===== config.mk =====
export PLATFORM = sky130hd
export DESIGN_NAME = parallel_byte_fifo_port
export DESIGN_NICKNAME = d
export VERILOG_FILES = /design/src/pkg/fifo_port_pkg.sv /design/src/design/parallel_byte_fifo_port.sv /design/src/design/skid_buffer.sv
export VERILOG_INCLUDE_DIRS = /design/src /design/src/pkg
export SDC_FILE = /design/constraint.sdc
export NUM_CORES = 1
export LEC_CHECK = 0
export BUFFER_PORTS_ARGS = -buffer_cell sky130_fd_sc_hd__buf_2
export CAP_MARGIN = 10
export CORE_MARGIN = 1
export CORE_UTILIZATION = 30
export DETAILED_ROUTE_END_ITERATION = 8
export SLEW_MARGIN = 0
export SYNTH_ARGS = -nofsm -noshare
export SYNTH_HDL_FRONTEND = slang
export SYNTH_SLANG_ARGS = --single-unit

===== constraint.sdc =====
create_clock -name clk_i -period 5.5 [get_ports clk_i]
set_input_delay 1.1 -clock clk_i [delete_from_list [all_inputs] [get_ports clk_i]]
set_output_delay 1.1 -clock clk_i [all_outputs]
set_load 0.01 [all_outputs]

===== src/pkg/fifo_port_defs.svh =====
// Timing counts and widths for the parallel byte FIFO port
`ifndef FIFO_PORT_DEFS_SVH
`define FIFO_PORT_DEFS_SVH
`define CLK_PERIOD_NS 40
`define GAP_TIME_NS 80
`define GAP_CYCLES ((`GAP_TIME_NS + `CLK_PERIOD_NS - 1) / `CLK_PERIOD_NS)
`define GAP_CNT_W 4
`define BYTE_W 8
`endif


===== src/pkg/fifo_port_pkg.sv =====
// Types shared by the parallel byte FIFO port
package fifo_port_pkg;
   typedef logic [7:0] byte_t;
   // Read-side states, one bit apart except RD_GAP back to RD_IDLE
   typedef enum logic [1:0] {
      RD_IDLE = 2'b00,
      RD_LOW = 2'b01,
      RD_GAP = 2'b11
   } rd_state_t;
   // Write-side states; WR_IDLE and WR_GAP differ in both bits
   typedef enum logic [1:0] {
      WR_IDLE = 2'b00,
      WR_HIGH = 2'b01,
      WR_GAP = 2'b11
   } wr_state_t;
endpackage


===== src/design/parallel_byte_fifo_port.sv =====
// Byte-wide parallel FIFO port toward an external controller
`timescale 1ns/1ps
`include "fifo_port_defs.svh"
// Summary of operation
// - rx_avail_n goes low while a receive byte is ready to fetch.
// - tx_space_n goes low only when the transmit buffer can take a byte.
// - The current receive byte is driven on the bus only while the read strobe is low.
// - The rising edge of the read strobe advances to the next receive byte.
// - The falling edge of the write strobe stores the bus byte into the transmit buffer.
// - power_on_n is high in suspend and low in normal operation.
// - In suspend with wake-up enabled, a low pulse on send_now_wake_n requests resume.
// - In normal operation, a low pulse on send_now_wake_n flushes the transmit buffer.
// - The two status outputs are undriven during reset.
// - A configuration bit selects pull-low instead of pull-up on bus inputs in suspend.
// - After a read the receive status stays inactive at least 80 ns.
// - After a write the transmit status stays inactive at least 80 ns.
module parallel_byte_fifo_port #(
   parameter int GAP_CYC = `GAP_CYCLES
) (
   input wire logic clk_i,
   input wire logic reset_n_i,
   // USB-side receive stream in
   input wire logic rx_valid_i,
   output logic rx_ready_o,
   input wire logic [`BYTE_W-1:0] rx_data_i,
   // USB-side transmit stream out
   output logic tx_valid_o,
   input wire logic tx_ready_i,
   output logic [`BYTE_W-1:0] tx_data_o,
   output logic tx_flush_o,
   // USB state
   input wire logic suspended_i,
   input wire logic wake_enable_i,
   input wire logic pull_low_cfg_i,
   output logic resume_req_o,
   output logic bus_pull_low_o,
   // Controller pins
   input wire logic rd_n_i,
   input wire logic wr_i,
   input wire logic send_now_wake_n_i,
   input wire logic [`BYTE_W-1:0] fifo_byte_bus_i,
   output fifo_port_pkg::byte_t fifo_byte_bus_o,
   output logic fifo_byte_bus_oe_n_o,
   output logic rx_avail_n_o,
   output logic rx_avail_oe_n_o,
   output logic tx_space_n_o,
   output logic tx_space_oe_n_o,
   output logic power_on_n_o
);
   import fifo_port_pkg::*;

   typedef struct packed {
      logic [2:0] rd_sync;
      logic [2:0] wr_sync;
      logic [2:0] si_sync;
      rd_state_t rd_st;
      wr_state_t wr_st;
      logic [`GAP_CNT_W-1:0] rd_cnt;
      logic [`GAP_CNT_W-1:0] wr_cnt;
      byte_t rx_byte;
      logic rx_full;
      byte_t wr_byte;
      logic wr_pend;
      logic flush;
      logic resume;
      logic pwr_n;
      logic pull_low;
      logic drive;
   } port_state_t;

   port_state_t s_q, s_d;
   // Reset synchroniser sits apart: it runs on the raw reset, the rest on its copy
   logic [1:0] rst_sync_q;
   logic rst_n;
   logic rd_rise, rd_fall, wr_fall, si_fall;
   logic txb_ready;
   localparam logic [`GAP_CNT_W-1:0] GAP_LOAD = `GAP_CNT_W'(GAP_CYC);

   // Released reset copy; async assert only loads constants
   always_ff @(posedge clk_i or negedge reset_n_i) begin
      if (!reset_n_i) begin
         rst_sync_q <= 2'h0;
      end else begin
         rst_sync_q <= {rst_sync_q[0], 1'b1};
      end
   end
   assign rst_n = rst_sync_q[1];

   // edge detect on second and third stages only
   assign rd_rise = s_q.rd_sync[1] && !s_q.rd_sync[2];
   assign rd_fall = !s_q.rd_sync[1] && s_q.rd_sync[2];
   assign wr_fall = !s_q.wr_sync[1] && s_q.wr_sync[2];
   assign si_fall = !s_q.si_sync[1] && s_q.si_sync[2];

   // Transmit path buffer so a stalled USB side loses no byte
   skid_buffer #(.WIDTH(`BYTE_W)) u_tx_buf (
      .clk_i(clk_i),
      .rst_n_i(rst_n),
      .in_valid_i(s_q.wr_pend),
      .in_ready_o(txb_ready),
      .in_data_i(s_q.wr_byte),
      .out_valid_o(tx_valid_o),
      .out_ready_i(tx_ready_i),
      .out_data_o(tx_data_o)
   );

   // Next-state logic for both strobe sides
   always_comb begin
      s_d = s_q;
      s_d.rd_sync = {s_q.rd_sync[1:0], rd_n_i};
      s_d.wr_sync = {s_q.wr_sync[1:0], wr_i};
      s_d.si_sync = {s_q.si_sync[1:0], send_now_wake_n_i};
      s_d.flush = 1'b0;
      s_d.resume = 1'b0;
      s_d.pwr_n = suspended_i;
      // pull direction chosen by config while suspended
      s_d.pull_low = suspended_i && pull_low_cfg_i;
      // wake request only in suspend with wake-up enabled
      if (si_fall && suspended_i && wake_enable_i) begin
         s_d.resume = 1'b1;
      end
      if (si_fall && !suspended_i) begin
         s_d.flush = 1'b1;
      end
      // Load a receive byte when the holding slot is free
      if (!s_q.rx_full && rx_valid_i && s_q.rd_st == RD_IDLE) begin
         s_d.rx_byte = rx_data_i;
         s_d.rx_full = 1'b1;
      end
      case (s_q.rd_st)
         RD_IDLE: begin
            if (rd_fall && s_q.rx_full) begin
               s_d.rd_st = RD_LOW;
            end
         end
         RD_LOW: begin
            // rising edge consumes the current byte
            if (rd_rise) begin
               s_d.rx_full = 1'b0;
               s_d.rd_cnt = GAP_LOAD;
               s_d.rd_st = RD_GAP;
            end
         end
         RD_GAP: begin
            // hold status inactive for the gap
            if (s_q.rd_cnt <= `GAP_CNT_W'(1)) begin
               s_d.rd_st = RD_IDLE;
            end else begin
               s_d.rd_cnt = s_q.rd_cnt - `GAP_CNT_W'(1);
            end
         end
         default: s_d.rd_st = RD_IDLE;
      endcase
      // drive bus while the read strobe is low (synchronised view)
      // The second and third stages are read; the first may still be settling
      s_d.drive = !s_q.rd_sync[1] && (s_q.rd_st == RD_LOW || (rd_fall && s_q.rx_full));
      if (s_q.wr_pend && txb_ready) begin
         s_d.wr_pend = 1'b0;
      end
      case (s_q.wr_st)
         WR_IDLE: begin
            // falling edge captures the bus byte
            if (wr_fall && !s_q.wr_pend) begin
               s_d.wr_byte = fifo_byte_bus_i;
               s_d.wr_pend = 1'b1;
               s_d.wr_cnt = GAP_LOAD;
               s_d.wr_st = WR_GAP;
            end else if (s_q.wr_sync[1]) begin
               s_d.wr_st = WR_HIGH;
            end
         end
         WR_HIGH: begin
            if (wr_fall && !s_q.wr_pend) begin
               s_d.wr_byte = fifo_byte_bus_i;
               s_d.wr_pend = 1'b1;
               s_d.wr_cnt = GAP_LOAD;
               s_d.wr_st = WR_GAP;
            end
         end
         WR_GAP: begin
            // hold transmit status inactive for the gap
            if (s_q.wr_cnt <= `GAP_CNT_W'(1)) begin
               s_d.wr_st = WR_IDLE;
            end else begin
               s_d.wr_cnt = s_q.wr_cnt - `GAP_CNT_W'(1);
            end
         end
         default: s_d.wr_st = WR_IDLE;
      endcase
   end

   // Main state register; the reset synchroniser has its own process above
   always_ff @(posedge clk_i or negedge rst_n) begin
      if (!rst_n) begin
         s_q.rd_sync <= 3'h7;
         s_q.wr_sync <= 3'h0;
         s_q.si_sync <= 3'h7;
         s_q.rd_st <= RD_IDLE;
         s_q.wr_st <= WR_IDLE;
         s_q.rd_cnt <= '0;
         s_q.wr_cnt <= '0;
         s_q.rx_byte <= 8'h00;
         s_q.rx_full <= 1'b0;
         s_q.wr_byte <= 8'h00;
         s_q.wr_pend <= 1'b0;
         s_q.flush <= 1'b0;
         s_q.resume <= 1'b0;
         s_q.pwr_n <= 1'b0;
         s_q.pull_low <= 1'b0;
         s_q.drive <= 1'b0;
      end else begin
         s_q.rd_sync <= s_d.rd_sync;
         s_q.wr_sync <= s_d.wr_sync;
         s_q.si_sync <= s_d.si_sync;
         s_q.rd_st <= s_d.rd_st;
         s_q.wr_st <= s_d.wr_st;
         s_q.rd_cnt <= s_d.rd_cnt;
         s_q.wr_cnt <= s_d.wr_cnt;
         s_q.rx_byte <= s_d.rx_byte;
         s_q.rx_full <= s_d.rx_full;
         s_q.wr_byte <= s_d.wr_byte;
         s_q.wr_pend <= s_d.wr_pend;
         s_q.flush <= s_d.flush;
         s_q.resume <= s_d.resume;
         s_q.pwr_n <= s_d.pwr_n;
         s_q.pull_low <= s_d.pull_low;
         s_q.drive <= s_d.drive;
      end
   end

   // receive status low while a byte is held and no read in flight
   assign rx_avail_n_o = !(s_q.rx_full && s_q.rd_st == RD_IDLE);
   // transmit status low only with room and outside the gap
   assign tx_space_n_o = !(s_q.wr_st != WR_GAP && !s_q.wr_pend && txb_ready);
   // status pins released while in reset
   assign rx_avail_oe_n_o = !rst_n;
   assign tx_space_oe_n_o = !rst_n;
   assign fifo_byte_bus_o = s_q.rx_byte;
   assign fifo_byte_bus_oe_n_o = !s_q.drive;
   assign rx_ready_o = !s_q.rx_full && s_q.rd_st == RD_IDLE;
   assign tx_flush_o = s_q.flush;
   assign resume_req_o = s_q.resume;
   assign power_on_n_o = s_q.pwr_n;
   assign bus_pull_low_o = s_q.pull_low;

   // a_rx_gap: receive status stays high through the gap
   a_rx_gap_hold: assert property (@(posedge clk_i) disable iff (!rst_n)
      (s_q.rd_st == RD_LOW && rd_rise) |=> rx_avail_n_o [*2])
      else $error("receive status active too soon after read");
   a_tx_gap_hold: assert property (@(posedge clk_i) disable iff (!rst_n)
      (wr_fall && !s_q.wr_pend && s_q.wr_st != WR_GAP) |=> tx_space_n_o [*2])
      else $error("transmit status active too soon after write");
   a_rx_avail_set: assert property (@(posedge clk_i) disable iff (!rst_n)
      (rx_valid_i && rx_ready_o) |=> !rx_avail_n_o)
      else $error("byte taken but receive status inactive");
   a_tx_space_room: assert property (@(posedge clk_i) disable iff (!rst_n)
      !tx_space_n_o |-> txb_ready && !s_q.wr_pend)
      else $error("transmit status active without room");
   a_bus_drive_rd: assert property (@(posedge clk_i) disable iff (!rst_n)
      !fifo_byte_bus_oe_n_o |-> !s_q.rd_sync[2] || !$past(s_q.rd_sync[1]))
      else $error("bus driven while read strobe high");
   a_rd_advance: assert property (@(posedge clk_i) disable iff (!rst_n)
      (s_q.rd_st == RD_LOW && rd_rise) |=> !s_q.rx_full)
      else $error("read edge did not advance");
   a_wr_capture: assert property (@(posedge clk_i) disable iff (!rst_n)
      (wr_fall && !s_q.wr_pend && s_q.wr_st != WR_GAP) |=>
      s_q.wr_pend && s_q.wr_byte == $past(fifo_byte_bus_i))
      else $error("write edge did not capture bus byte");
   a_pwr_level: assert property (@(posedge clk_i) disable iff (!rst_n)
      ##1 power_on_n_o == $past(suspended_i))
      else $error("power_on_n does not follow suspend");
   a_wake_req: assert property (@(posedge clk_i) disable iff (!rst_n)
      (si_fall && suspended_i && wake_enable_i) |=> resume_req_o)
      else $error("no resume request on wake pulse");
   a_flush_req: assert property (@(posedge clk_i) disable iff (!rst_n)
      (si_fall && !suspended_i) |=> tx_flush_o && !resume_req_o)
      else $error("no flush on send pulse");

   c_read_done: cover property (@(posedge clk_i) disable iff (!rst_n)
      s_q.rd_st == RD_LOW ##[1:20] s_q.rd_st == RD_GAP);
   c_write_done: cover property (@(posedge clk_i) disable iff (!rst_n)
      s_q.wr_st == WR_GAP ##[1:20] tx_valid_o);
   c_tx_stall: cover property (@(posedge clk_i) disable iff (!rst_n) !txb_ready);
   c_wake: cover property (@(posedge clk_i) disable iff (!rst_n) resume_req_o);
endmodule


===== src/design/skid_buffer.sv =====
// Two-entry valid/ready buffer
`timescale 1ns/1ps
module skid_buffer #(
   parameter int WIDTH = 8
) (
   input wire logic clk_i,
   input wire logic rst_n_i,
   input wire logic in_valid_i,
   output logic in_ready_o,
   input wire logic [WIDTH-1:0] in_data_i,
   output logic out_valid_o,
   input wire logic out_ready_i,
   output logic [WIDTH-1:0] out_data_o
);
   typedef struct packed {
      logic [1:0][WIDTH-1:0] mem;
      logic wp;
      logic rp;
      logic [1:0] cnt;
   } sb_state_t;
   sb_state_t s_q, s_d;
   logic push, pop;

   // Handshakes; full refuses pushes so a stalled sink loses nothing
   assign in_ready_o = (s_q.cnt != 2'h2);
   assign out_valid_o = (s_q.cnt != 2'h0);
   assign out_data_o = s_q.mem[s_q.rp];
   assign push = in_valid_i && in_ready_o;
   assign pop = out_valid_o && out_ready_i;

   // Next state
   always_comb begin
      s_d = s_q;
      if (push) begin
         s_d.mem[s_q.wp] = in_data_i;
         s_d.wp = ~s_q.wp;
      end
      if (pop) begin
         s_d.rp = ~s_q.rp;
      end
      s_d.cnt = s_q.cnt + {1'b0, push} - {1'b0, pop};
   end

   // State register
   always_ff @(posedge clk_i or negedge rst_n_i) begin
      if (!rst_n_i) begin
         s_q <= '0;
      end else begin
         s_q <= s_d;
      end
   end

   // A full buffer facing a stalled sink must keep both words intact
   a_no_overflow: assert property (@(posedge clk_i) disable iff (!rst_n_i)
      (s_q.cnt == 2'h2 && !out_ready_i) |=> s_q.mem == $past(s_q.mem))
      else $error("buffer word overwritten while full");
endmodule


== Word level (Yosys, flattened, before mapping) ==
Index checks and enable logic that the tools add are counted.

* Register bits: 66
* Output and inout bits: 27
* Logic and storage cells: 119
* Input bits: 26

* Add/subtract/negate cells: 4
* Muxes and demuxes: 28
* Order comparisons: 5
* Bitwise operators: 2
* Eq/ne operators: 15
* Reductions and logical operators: 43

{| class="wikitable"
|+ Operators with widths
! cell !! number
|-
| 8-bit 2-to-1 mux || 3
|-
| 1-bit logical AND || 20
|-
| 16-bit bitwise mux || 1
|-
| 4-bit 2-to-1 mux || 4
|-
| 2-bit inequality test (second input constant) || 8
|-
| 4-bit one-hot mux with 2 select lines || 2
|-
| 2-bit 2-to-1 mux || 7
|-
| 2-bit one-hot mux with 3 select lines || 2
|-
| 3-bit AND reduction || 4
|-
| 1-bit zero test || 11
|-
| 8-bit demux with 1-bit select || 1
|-
| 4-bit by 1-bit less-or-equal comparator with 1-bit output (second input constant) || 2
|-
| 1-bit 2-to-1 mux || 8
|-
| 4-bit by 1-bit subtractor with 4-bit output (second input constant) || 2
|-
| 2-bit nonzero test || 3
|-
| 2-bit by 1-bit == test with 1-bit output (second input constant) || 2
|-
| 2-bit == test (second input constant) || 2
|-
| 2-bit zero test || 2
|-
| 1-bit by 2-bit < comparator with 1-bit output (second input constant) || 2
|-
| 2-bit by 1-bit inequality test with 1-bit output (second input constant) || 2
|-
| 3-bit inequality test (second input constant) || 1
|-
| 2-bit by 1-bit adder with 2-bit output || 1
|-
| 1-bit inverter || 2
|-
| 2-bit AND reduction || 1
|-
| other kinds (4) || 4
|}

== Logic depth before layout (Yosys ltp) ==
Gate-level depths: netlist (run 1).

* Depth after elaboration: 6
* Mapped depth: 7
* Gate-level depth less buffers: 7

== By module ==
A second synthesis (run 1) with hierarchy kept.

* Cells, all modules: 200
* Area, all modules: 2,737.6 um^2

{| class="wikitable"
|+ By module, submodules not included
! module !! cells an instance !! instances !! area each (um^2) !! sequential area each (um^2)
|-
| parallel_byte_fifo_port || 135 || 1 || 1,818.0 || 1,158.6
|-
| skid_buffer || 65 || 1 || 919.6 || 500.5
|}

== Least setup slack after synthesis (run 1) ==
Ideal clock, no wire load.

* Path kind: reg2out
* From: reg rst_sync_q[1]
* To: out tx_space_oe_n_o
* Data required time: 4.400 ns
* Slack: 2.159 ns
* Arrival time: 2.241 ns
* Cell stages (with the launch flop): 3
* Buffers on the path: 1
* Cell sequence: dfrtp_1 -> inv_1 -> buf_4

* Word-level cells in the longest chain between the ends: 1

{| class="wikitable"
|+ Ends and longest elaborated chain
! what !! RTL line !! RTL
|-
| from (decl) || parallel_byte_fifo_port.sv:73 || <nowiki>logic [1:0] rst_sync_q;</nowiki>
|-
| from (signal assigned) || parallel_byte_fifo_port.sv:84 || <nowiki>rst_sync_q <= {rst_sync_q[0], 1'b1};</nowiki>
|-
| 1-bit zero test (no source line) || -- ||
|-
| to (decl) || parallel_byte_fifo_port.sv:47 || <nowiki>output logic tx_space_oe_n_o,</nowiki>
|}

No other way between the ends.

== Worst setup path in the final report (run 1) ==
* From: reg rst_sync_q[1]
* To: out rx_avail_oe_n_o

* Word-level cells in the longest chain between the ends: 1

{| class="wikitable"
|+ Ends and longest elaborated chain
! what !! RTL line !! RTL
|-
| 1-bit zero test (no source line) || -- ||
|-
| to (decl) || parallel_byte_fifo_port.sv:45 || <nowiki>output logic rx_avail_oe_n_o,</nowiki>
|}

No other way between the ends.

==> flow_metrics.py, run 1 <==
metrics = {
    "run": {
        "maxCapViolations": 0,
    },
    "worst_setup_path": {
        "worstPathRequired_ns": 4.40,
        "crit_path_start_kind": "flop",
        "cp_cell_sequence": "buf_4 -> inv_1 -> buf_2",
        "crit_path_max_incr_delay_ns": 0.63,
        "slowest_stage": "buf_4",
        "cp_top_family": "buffers and inverters",
        "worstPathMaxFanout": 65,
        "crit_arrival_ns": 1.60,
        "critPathKind": "flop to output port",
        "critPathBufInv": 3,
        "end_kind": "output port",
    },
    "power_and_ir_drop": {
        "vdd_drop_max_v": 0.0001815,
        "p_leak_nw": 1.617,
        "power.density_nw_per_um2": 543.4,
    },
    "synthesis": {
        "synth.yosys.warnings": 0,
        "synthCells": 226,
        "synth_seq_area_share_pct": 58.41,
        "synth_common_cells": "60 x dfrtp_1, 32 x mux2_2, 30 x nand2_1",
        "synth_edf_count": 0,
        "ys_types": 46,
        "syn-num-nets": 258,
        "synth-main-ff-cell": "dfrtp_1",
        "synthMostInstantiatedCell": "dfrtp_1",
        "synth_top_area_cell": "dfrtp_1",
        "synth_seq_cells": 66,
        "synth_area_leaders": "dfrtp_1 53%, mux2_2 13%, dfstp_2 5.6%",
        "netlist_area_um2": 2840,
        "synthArstFlopShare_pct": 100.0,
        "avgSynthCellArea_um2": 12.57,
        "synth_top_area_share_pct": 52.86,
    },
    "global_route": {
        "grt_max_degree": 66,
        "grt_pass1_vias": 1721,
        "antenna_found_initial": 0,
        "gr-total-overflow": 0,
        "grt_util_all_layers_pct": 10.73,
        "grt_pass1_wl_mm": 8.107,
    },
    "sta": {
        "fin_tns_setup_ns": 0,
        "rsz0062_at_grt": "false",
        "min_period_ns": 2.698,
        "slew_viol_final": 0,
        "slew_headroom_pct": 22.79,
        "tightest_slew_ns": 1.155,
        "finalHoldViolCount": 0,
        "max_freq_mhz": 370.7,
        "setup-violations-final": 0,
        "post-route-period-util_pct": 49.05,
        "clock_skew_ns": 0.008467,
    },
    "hold_path": {
        "hp-class": "flop to flop",
    },
    "finish": {
        "drive_gt1_share_pct": 41.43,
        "nFillCells": 909,
        "post-route-util_pct": 36.34,
        "n_antenna_cell": 0,
        "fin_nets": 307,
        "area_growth_pct": 17.67,
        "fin_area_um2": 3342,
    },
    "routing": {
        "ant_nets": 0,
        "drt_iter0_markers": 45,
        "vias": 1776,
        "wl_per_cell_um": 12.69,
        "dr.pass1.iters": 4,
        "drcViolationCount": 0,
        "wl_mm": 4.962,
        "avgViaCountPerCell": 4.542,
    },
    "placed_design": {
        "placed_cell_area_um2": 3144,
        "dp_hpwl_mm": 3.415,
        "place_congestion": 0.7643,
        "portBuffers": 52,
    },
    "clock_tree": {
        "post_cts_resized": 0,
        "h-tree-depth": 3,
        "cts_tree": "yes",
        "clk_latency_ns": 0.33,
        "cts_made_buffers": 9,
        "post_cts_buffers": 0,
        "clock-sinks": 66,
        "cts_hold_buf": 0,
        "clockBufferDepth": 2,
        "cts-root-buf": "clkbuf_8",
        "path_clk_slew_ns": 0.06,
    },
    "floorplan": {
        "start_util_pct": 30.88,
        "die_area_um2": 9860,
        "die_w_um": 99.30,
        "die_h_um": 99.30,
        "num_rows": 35,
        "io_pins": 53,
        "coreArea_um2": 9196,
    },
    "run_status": {
        "status": "finished clean",
    },
}
==> worst paths after layout <==
path | cells past startpoint | slack (ns) | from | endpoint
hold / removal | 0 | 0.35 | rst_sync_q[0] | rst_sync_q[1]
setup reg to reg | 7 | 3.66 | u_tx_buf.s_q[0] | u_tx_buf.s_q[1]
setup / recovery | 3 | 2.80 | rst_sync_q[1] | rx_avail_oe_n_o
min in group asynchronous | 1 | 0.44 | rst_sync_q[1] | s_q[27]
hold reg to reg | 0 | 0.35 | rst_sync_q[0] | rst_sync_q[1]
max in group asynchronous | 1 | 4.55 | rst_sync_q[1] | u_tx_buf.s_q[19]
==> state kept, by name (all words and copies together) (netlist names) <==
| name | cells |
|---|---|
| bus_pull_low_o | 1 |
| fifo_byte_bus_o | 8 |
| power_on_n_o | 1 |
| resume_req_o | 1 |
| rst_sync_q | 2 |
| s_d | 6 |
| s_q | 26 |
| tx_flush_o | 1 |
| u_tx_buf.s_q | 20 |
==> cell type report <==
cell class / count / area [µm²] / share of cell area, %
flip-flops and latches: 66 / 1660 / 49.68
multi-input cells: 134 / 1036 / 31.00
repair buffers: 53 / 267.8 / 8.012
clock buffers: 14 / 162.7 / 4.867
well taps: 111 / 138.9 / 4.156
inverters: 11 / 41.29 / 1.235
clock inverters: 2 / 35.03 / 1.048
==> routing by layer <==
| layer | up-vias | part of all wire (%) | GRT usage, % |
|---|---|---|---|
| met3 | 0 | 5.6 | 4.638 |
| met2 | 49 | 49 | 17.90 |
| met5 | - | 0 | 0 |
| li1 | 861 | - | - |
| met4 | 0 | 0 | 3.054 |
| met1 | 866 | 45 | 12.58 |
==> logic make-up after synthesis <==
kind of cell	share of synthesized area, %
adders and majority gates	2.643
DFF	58.41
and+or+nand+nor	13.52
AOI/OAI and AO/OA	4.978
other	0.1320
muxes	13.74
xor gates and xnor gates	1.234
buffers and inverters	5.330
==> cell usage in the layout, fill, tap and decap left out, drive strengths merged, types with 3 or more instances in the layout <==
master	Yosys	final
dfstp	6	6
nor3	5	5
nor2	7	7
ha	6	6
o21ai	5	5
clkbuf	1	14
a21oi	5	5
mux2i	3	3
mux2	32	32
and2	5	5
inv	11	11
nor4b	4	4
nand2	30	30
buf	14	53
dfrtp	60	60
==> power by group <==
group          switching [mW]  internal, mW
Sequential              0.151         0.664
Clock                   0.168         0.234
Combinational           0.281         0.318
Total                   0.600          1.22
==> stage by stage <==
| step | hold slack, ns | cells | setup WS, ns | power (mW) |
|---|---|---|---|---|
| finish | 0.3545 | 391 | 2.802 | 1.816 |
| global route | 0.3607 | 391 | 2.591 | 1.955 |
| CTS | 0.3565 | 391 | 2.713 | 1.848 |
| detailed placement | 0.3410 | 375 | 3.089 | 1.431 |
| global placement | 0.3360 | 375 | 3.106 | 1.410 |
| floorplan | 0.3312 | 226 | 2.159 | 1.285 |
Power figures use the tool's default switching activity.
==> run 2, diff against run 1 <==
- ABC_AREA: unset -> 1
- clock period: 5.5 -> 2.2 ns (I/O delays scaled with it)
==> run 2 against run 1 <==
The flow now finishes with violations (DRC). Final cell count grew 20%. Register-to-register slack lost 3.1 ns. Utilization grew 0.87 points. Hold slack lost 0.15 ns. Worst setup slack lost 2.4 ns. Sequential share of layout area shrank 1.2 points. Total power grew to 2.7 times the previous value. Global-route usage grew 1.0 points. Critical path type unchanged.
==> flow_metrics.py, run 2 <==
metrics = {
    "placed_design": {
        "dp_hpwl_mm": 3.732,
        "place_congestion": 0.7938,
        "portBuffers": 52,
    },
    "floorplan": {
        "num_rows": 35,
        "coreArea_um2": 9196,
        "die_w_um": 99.28,
        "start_util_pct": 30.87,
        "die_h_um": 99.28,
        "die_area_um2": 9857,
        "io_pins": 53,
    },
    "worst_setup_path": {
        "crit_path_max_incr_delay_ns": 0.36,
        "crit_path_start_kind": "flop",
        "worstPathRequired_ns": 1.76,
        "worstPathMaxFanout": 9,
        "r2r_end": "u_tx_buf.s_q[1]",
        "end_kind": "output port",
        "rrSetupSlack_ns": 0.57,
        "crit_arrival_ns": 1.32,
        "reg2reg_depth": 7,
        "crit_top_cell": "nand2_1",
        "r2r-start": "u_tx_buf.s_q[1]",
        "critPathKind": "flop to output port",
        "cp_cell_sequence": "clkinv_1 -> nand2_1 -> nand2_1 -> buf_2",
        "slowest_stage": "dfrtp_1",
    },
    "sta": {
        "rsz0062_at_grt": "false",
        "max_freq_mhz": 569.1,
        "finalHoldViolCount": 0,
        "setup-violations-final": 0,
        "slew_headroom_pct": 45.76,
        "tightest_slew_ns": 0.8137,
        "post-route-period-util_pct": 79.87,
        "slew_viol_final": 0,
        "clock_skew_ns": 0.01201,
        "min_period_ns": 1.757,
        "fin_tns_setup_ns": 0,
    },
    "synthesis": {
        "synthMostInstantiatedCell": "nand2_1",
        "ys_types": 28,
        "synthArstFlopShare_pct": 100.0,
        "synth_edf_count": 0,
        "synth_area_leaders": "dfrtp_1 53%, nand2_1 12%, dfstp_2 5.6%",
        "avgSynthCellArea_um2": 9.432,
        "synth_top_area_cell": "dfrtp_1",
        "synth.yosys.warnings": 0,
        "synthCells": 301,
        "netlist_area_um2": 2839,
        "synth_seq_area_share_pct": 58.44,
        "synth-main-ff-cell": "dfrtp_1",
        "synth_top_area_share_pct": 52.89,
        "synth_common_cells": "88 x nand2_1, 60 x dfrtp_1, 33 x inv_1",
        "syn-num-nets": 333,
        "synth_seq_cells": 66,
    },
    "hold_path": {
        "hold_path_depth": 1,
        "hold_end": "s_d[42]",
        "hp-class": "input port to flop",
        "worstHoldStart": "rd_n_i",
    },
    "finish": {
        "regArea_um2": 1660,
        "final_common_cell": "nand2_1",
        "area_growth_pct": 20.54,
        "nFillCells": 939,
        "fin_nets": 386,
        "multi_input_area_um2": 943.4,
        "largest_reg_flops": 26,
        "layout_common_cells": "88 x nand2_1, 59 x dfrtp_1, 52 x buf_2, 33 x inv_1, 20 x nor2_1",
        "top_register": "s_q",
        "n_antenna_cell": 0,
        "drive_gt1_share_pct": 26.74,
    },
    "routing": {
        "dr.pass1.iters": 6,
        "drcViolationCount": 2,
        "ant_nets": 0,
        "wl_mm": 5.386,
        "avgViaCountPerCell": 4.368,
        "wl_per_cell_um": 11.46,
        "drt_iter0_markers": 88,
        "vias": 2053,
    },
    "global_route": {
        "grt_pass1_wl_mm": 8.990,
        "grt_max_degree": 65,
        "grt_pass1_vias": 1999,
        "gr-total-overflow": 0,
        "grt_util_all_layers_pct": 11.77,
        "antenna_found_initial": 0,
    },
    "clock_tree": {
        "h-tree-depth": 3,
        "cts_made_buffers": 9,
        "clockBufferDepth": 2,
        "cts-root-buf": "clkbuf_8",
        "clk_latency_ns": 0.34,
        "path_clk_slew_ns": 0.08,
        "cts_tree": "yes",
        "clock-sinks": 66,
        "post_cts_buffers": 0,
    },
    "power_and_ir_drop": {
        "vdd_drop_max_v": 0.0003305,
        "power_mw": 4.905,
        "switching_power_mw": 1.780,
        "p_int_mw": 3.125,
        "pwr-share-comb_pct": 34.5,
        "p_sw_share_pct": 36.29,
        "p_leak_nw": 1.825,
        "power_frac_clock_pct": 25.8,
        "share_seq_of_total_power_pct": 39.7,
        "power.density_nw_per_um2": 1433,
    },
    "run": {
        "maxCapViolations": 0,
    },
    "run_status": {
        "violations": "DRC",
        "status": "finished, violations left",
    },
}
[run 2: cell types whose count changed in the layout (fill, tap and decap cells not counted), sizes merged, moves of 3 or more]
cell    before  now
nor4b        4    0
inv         11   33
nor3         5    1
buf         53   56
a21oi        5   12
mux2        32    0
nor2         7   20
clkbuf      14   10
nand3        2   19
nand2       30   92
mux2i        3    0
and2         5    0
o21ai        5   24
[run 2: through the flow]
step	utilization [%]	setup WS, ns	hold slack [ns]	instance area (µm²)	std cells
6_report	37.21	0.4428	0.1996	3422	470
5_1_grt	37.21	0.3202	0.1792	3422	470
4_1_cts	37.21	0.4081	0.1785	3422	470
3_5_place_dp	34.37	0.5829	0.2298	3161	453
3_3_place_gp	34.37	0.6381	0.2298	3161	453
2_1_floorplan	-	0.2389	0.1444	2840	301
[run 2: logic make-up (layout without fill, tap and decap cells)]
| group | after synthesis | count (layout) | synth area share, % |
|---|---|---|---|
| compound gates | 38 | 38 | 8.462 |
| xor+xnor | 4 | 4 | 1.234 |
| fa+ha+maj | 6 | 6 | 2.644 |
| buf+inv | 49 | 107 | 8.329 |
| flops | 66 | 66 | 58.44 |
| other cells | 1 | 1 | 0.1321 |
| simple gates | 137 | 137 | 20.76 |
[run 2: timing repair]
action,in CTS,in global routing
resized for setup,0,0
hold buffers,1,0
endpoints found under the hold margin,2,0
[run 2: layer usage]
layer	wire length, µm	track usage [%]
met1	2578	14.66
met2	2572	19.44
met3	164	2.952
met4	71	5.090
met5	0	0
[run 2: layout make-up]
cell class | instances | area share (%)
sequential | 66 | 48.52
multi-input combinational | 186 | 27.57
timing repair buffer | 57 | 8.775
tap | 111 | 4.058
clock buffer | 10 | 4.022
inverter | 34 | 3.729
clock inverter | 6 | 3.327
[run 2: how the worst max path moves through the flow]
| stage | start | endpoint | slack [ns] |
|---|---|---|---|
| finish | u_tx_buf.s_q[2] | tx_data_o[5] | 0.44 |
| global route | u_tx_buf.s_q[2] | tx_data_o[0] | 0.32 |
| CTS | u_tx_buf.s_q[2] | tx_data_o[2] | 0.41 |
| detailed placement | u_tx_buf.s_q[1] | u_tx_buf.s_q[1] | 0.58 |
| global placement | u_tx_buf.s_q[1] | u_tx_buf.s_q[1] | 0.64 |
| floorplan | rst_sync_q[1] | tx_space_oe_n_o | 0.24 |
[run 2: power groups by stage]
stage | combinational [mW] | sequential, mW | clock [mW]
CTS | 1.73 | 1.95 | 1.31
finish | 1.69 | 1.95 | 1.27
global placement | 1.67 | 1.95 | 0
floorplan | 1.33 | 1.92 | 0
detailed placement | 1.72 | 1.97 | 0
global route | 1.97 | 2.00 | 1.35
[run 2: worst max-delay path: cells and delay by family (launching register included)]
family / cells / cell delay [ns]
simple gates: 2 / 0.21
buf+inv: 2 / 0.41
flops: 1 / 0.36
==> run 3, diff against run 2 <==
- clock period: 2.2 -> 1.6 ns (I/O delays scaled with it)
==> run 3 against run 2 <==
The run now ends clean. Sequential power is 37% higher. Clock power is 46% higher. Via count hardly changed. Flip-flop and latch count stayed put. Largest cell class unchanged. Clock-buffer cell count is 1 higher. Hold slack worse by 0.12 ns.
==> flow_metrics.py, run 3 (synthesized netlist as in run 2, its figures left out) <==
metrics = {
    "routing": {
        "drcViolationCount": 0,
        "dr.pass1.iters": 4,
        "vias": 2055,
        "drt_iter0_markers": 85,
        "wl_per_cell_um": 11.17,
        "avgViaCountPerCell": 4.326,
        "wl_mm": 5.305,
        "ant_nets": 0,
    },
    "power_and_ir_drop": {
        "power_mw": 6.951,
        "p_leak_nw": 1.871,
        "power.density_nw_per_um2": 1990,
        "vdd_drop_max_v": 0.0004951,
    },
    "sta": {
        "rsz0062_at_grt": "false",
        "max_freq_mhz": 653.4,
        "setup-violations-final": 0,
        "clock_skew_ns": 0.004948,
        "fin_tns_setup_ns": 0,
        "finalHoldViolCount": 0,
        "slew_viol_final": 0,
        "min_period_ns": 1.531,
        "post-route-period-util_pct": 95.66,
        "holdWs_ns": 0.07918,
    },
    "placed_design": {
        "placed_cells": 456,
        "place_congestion": 0.7566,
        "portBuffers": 52,
        "dp_hpwl_mm": 3.692,
        "placed_cell_area_um2": 3198,
    },
    "finish": {
        "top_register": "s_q",
        "final_common_cell": "nand2_1",
        "n_antenna_cell": 0,
        "area_growth_pct": 23.05,
        "layout.cells.non_filler": 475,
        "drive_gt1_share_pct": 28.02,
        "layout_common_cells": "87 x nand2_1, 59 x dfrtp_1, 52 x buf_2, 33 x inv_1, 20 x nor2_1",
        "fin_nets": 391,
        "largest_reg_flops": 26,
        "fin_area_um2": 3493,
    },
    "floorplan": {
        "start_util_pct": 30.87,
        "die_area_um2": 9857,
        "die_w_um": 99.28,
        "io_pins": 53,
        "die_h_um": 99.28,
        "num_rows": 35,
        "coreArea_um2": 9196,
    },
    "global_route": {
        "grt_max_degree": 65,
        "grt_pass1_wl_mm": 8.963,
        "grt_util_all_layers_pct": 11.66,
        "antenna_found_initial": 0,
        "grt_pass1_vias": 2018,
        "gr-total-overflow": 0,
    },
    "clock_tree": {
        "cts_made_buffers": 9,
        "clock-sinks": 66,
        "h-tree-depth": 3,
        "cts-root-buf": "clkbuf_8",
        "cts_tree": "yes",
        "clockBufferDepth": 2,
        "clk_latency_ns": 0.34,
        "path_clk_slew_ns": 0.07,
    },
    "run": {
        "maxCapViolations": 0,
    },
    "worst_setup_path": {
        "critPathKind": "flop to output port",
        "slowest_stage": "dfrtp_1",
        "cp_top_family": "flip-flops",
        "worstPathMaxFanout": 4,
        "cp_cell_sequence": "nor3_4 -> buf_2",
        "worstPathRequired_ns": 1.28,
        "crit_path_start_kind": "flop",
        "end_kind": "output port",
        "critPathBufInv": 1,
        "crit_arrival_ns": 1.21,
        "crit_path_max_incr_delay_ns": 0.44,
    },
    "run_status": {
        "status": "finished clean",
    },
    "hold_path": {
        "hp-class": "input port to flop",
    },
}
==> run 3: metrics by stage <==
step	setup slack [ns]	util, %
after floorplan	0.02333	-
after global placement	0.1262	34.78
after detailed placement	0.09136	34.78
after CTS	0.01456	37.80
after global routing	0.009662	37.99
final	0.06944	37.99
==> run 3: routing by layer <==
layer  GRT usage (%)  routed length [µm]  vias up
met5               0                   0        -
met4           5.769                  31        0
met3           3.092                 209        4
met2           18.86                2568       39
met1           14.47                2496      964
li1                -                   -     1048
==> run 3: path summary, 6_finish.rpt <==
check                                     start               to  slack (ns)  cells past startpoint
worst max-delay path                    s_q[34]       rx_ready_o        0.07                      2
worst min-delay path                     rd_n_i          s_d[42]        0.08                      1
worst max register to register  u_tx_buf.s_q[0]  u_tx_buf.s_q[1]        0.10                      7
worst min register to register    rst_sync_q[0]    rst_sync_q[1]        0.35                      0
max in group asynchronous         rst_sync_q[1]          s_d[36]        0.91                      1
min in group asynchronous             reset_n_i    rst_sync_q[1]        0.29                      2
==> run 3: report_power, final <==
part / switching (mW) / internal (mW) / total (mW)
clock network: 0.615 / 1.23 / 1.85
logic: 1.44 / 0.991 / 2.43
registers: 0.375 / 2.30 / 2.68
==> run 3: final cells by class <==
| type | instances | area (µm²) |
|---|---|---|
| sequential | 66 | 1663 |
| timing repair buffer | 62 | 350.3 |
| inverter | 34 | 128.9 |
| fill | 938 | 5703 |
| multi-input combinational | 186 | 945.9 |
| tap | 111 | 138.9 |
| clock inverter | 5 | 125.1 |
| clock buffer | 11 | 141.4 |
==> run 3: worst register-to-register path: cells and delay by family (launching register included) <==
| kind | cells | cell delay [ns] |
|---|---|---|
| simple gates | 2 | 0.38 |
| fa+ha+maj | 2 | 0.44 |
| buf+inv | 2 | 0.07 |
| xor+xnor | 1 | 0.12 |
| flops | 1 | 0.38 |
==> run 3: timing repair <==
item	4_1_cts	5_1_grt
pin swaps	1	2
hold endpoints to repair	2	0
resized for setup	1	2
endpoints found under the setup margin	9	5
hold buffers	1	0
buffers inserted	0	2
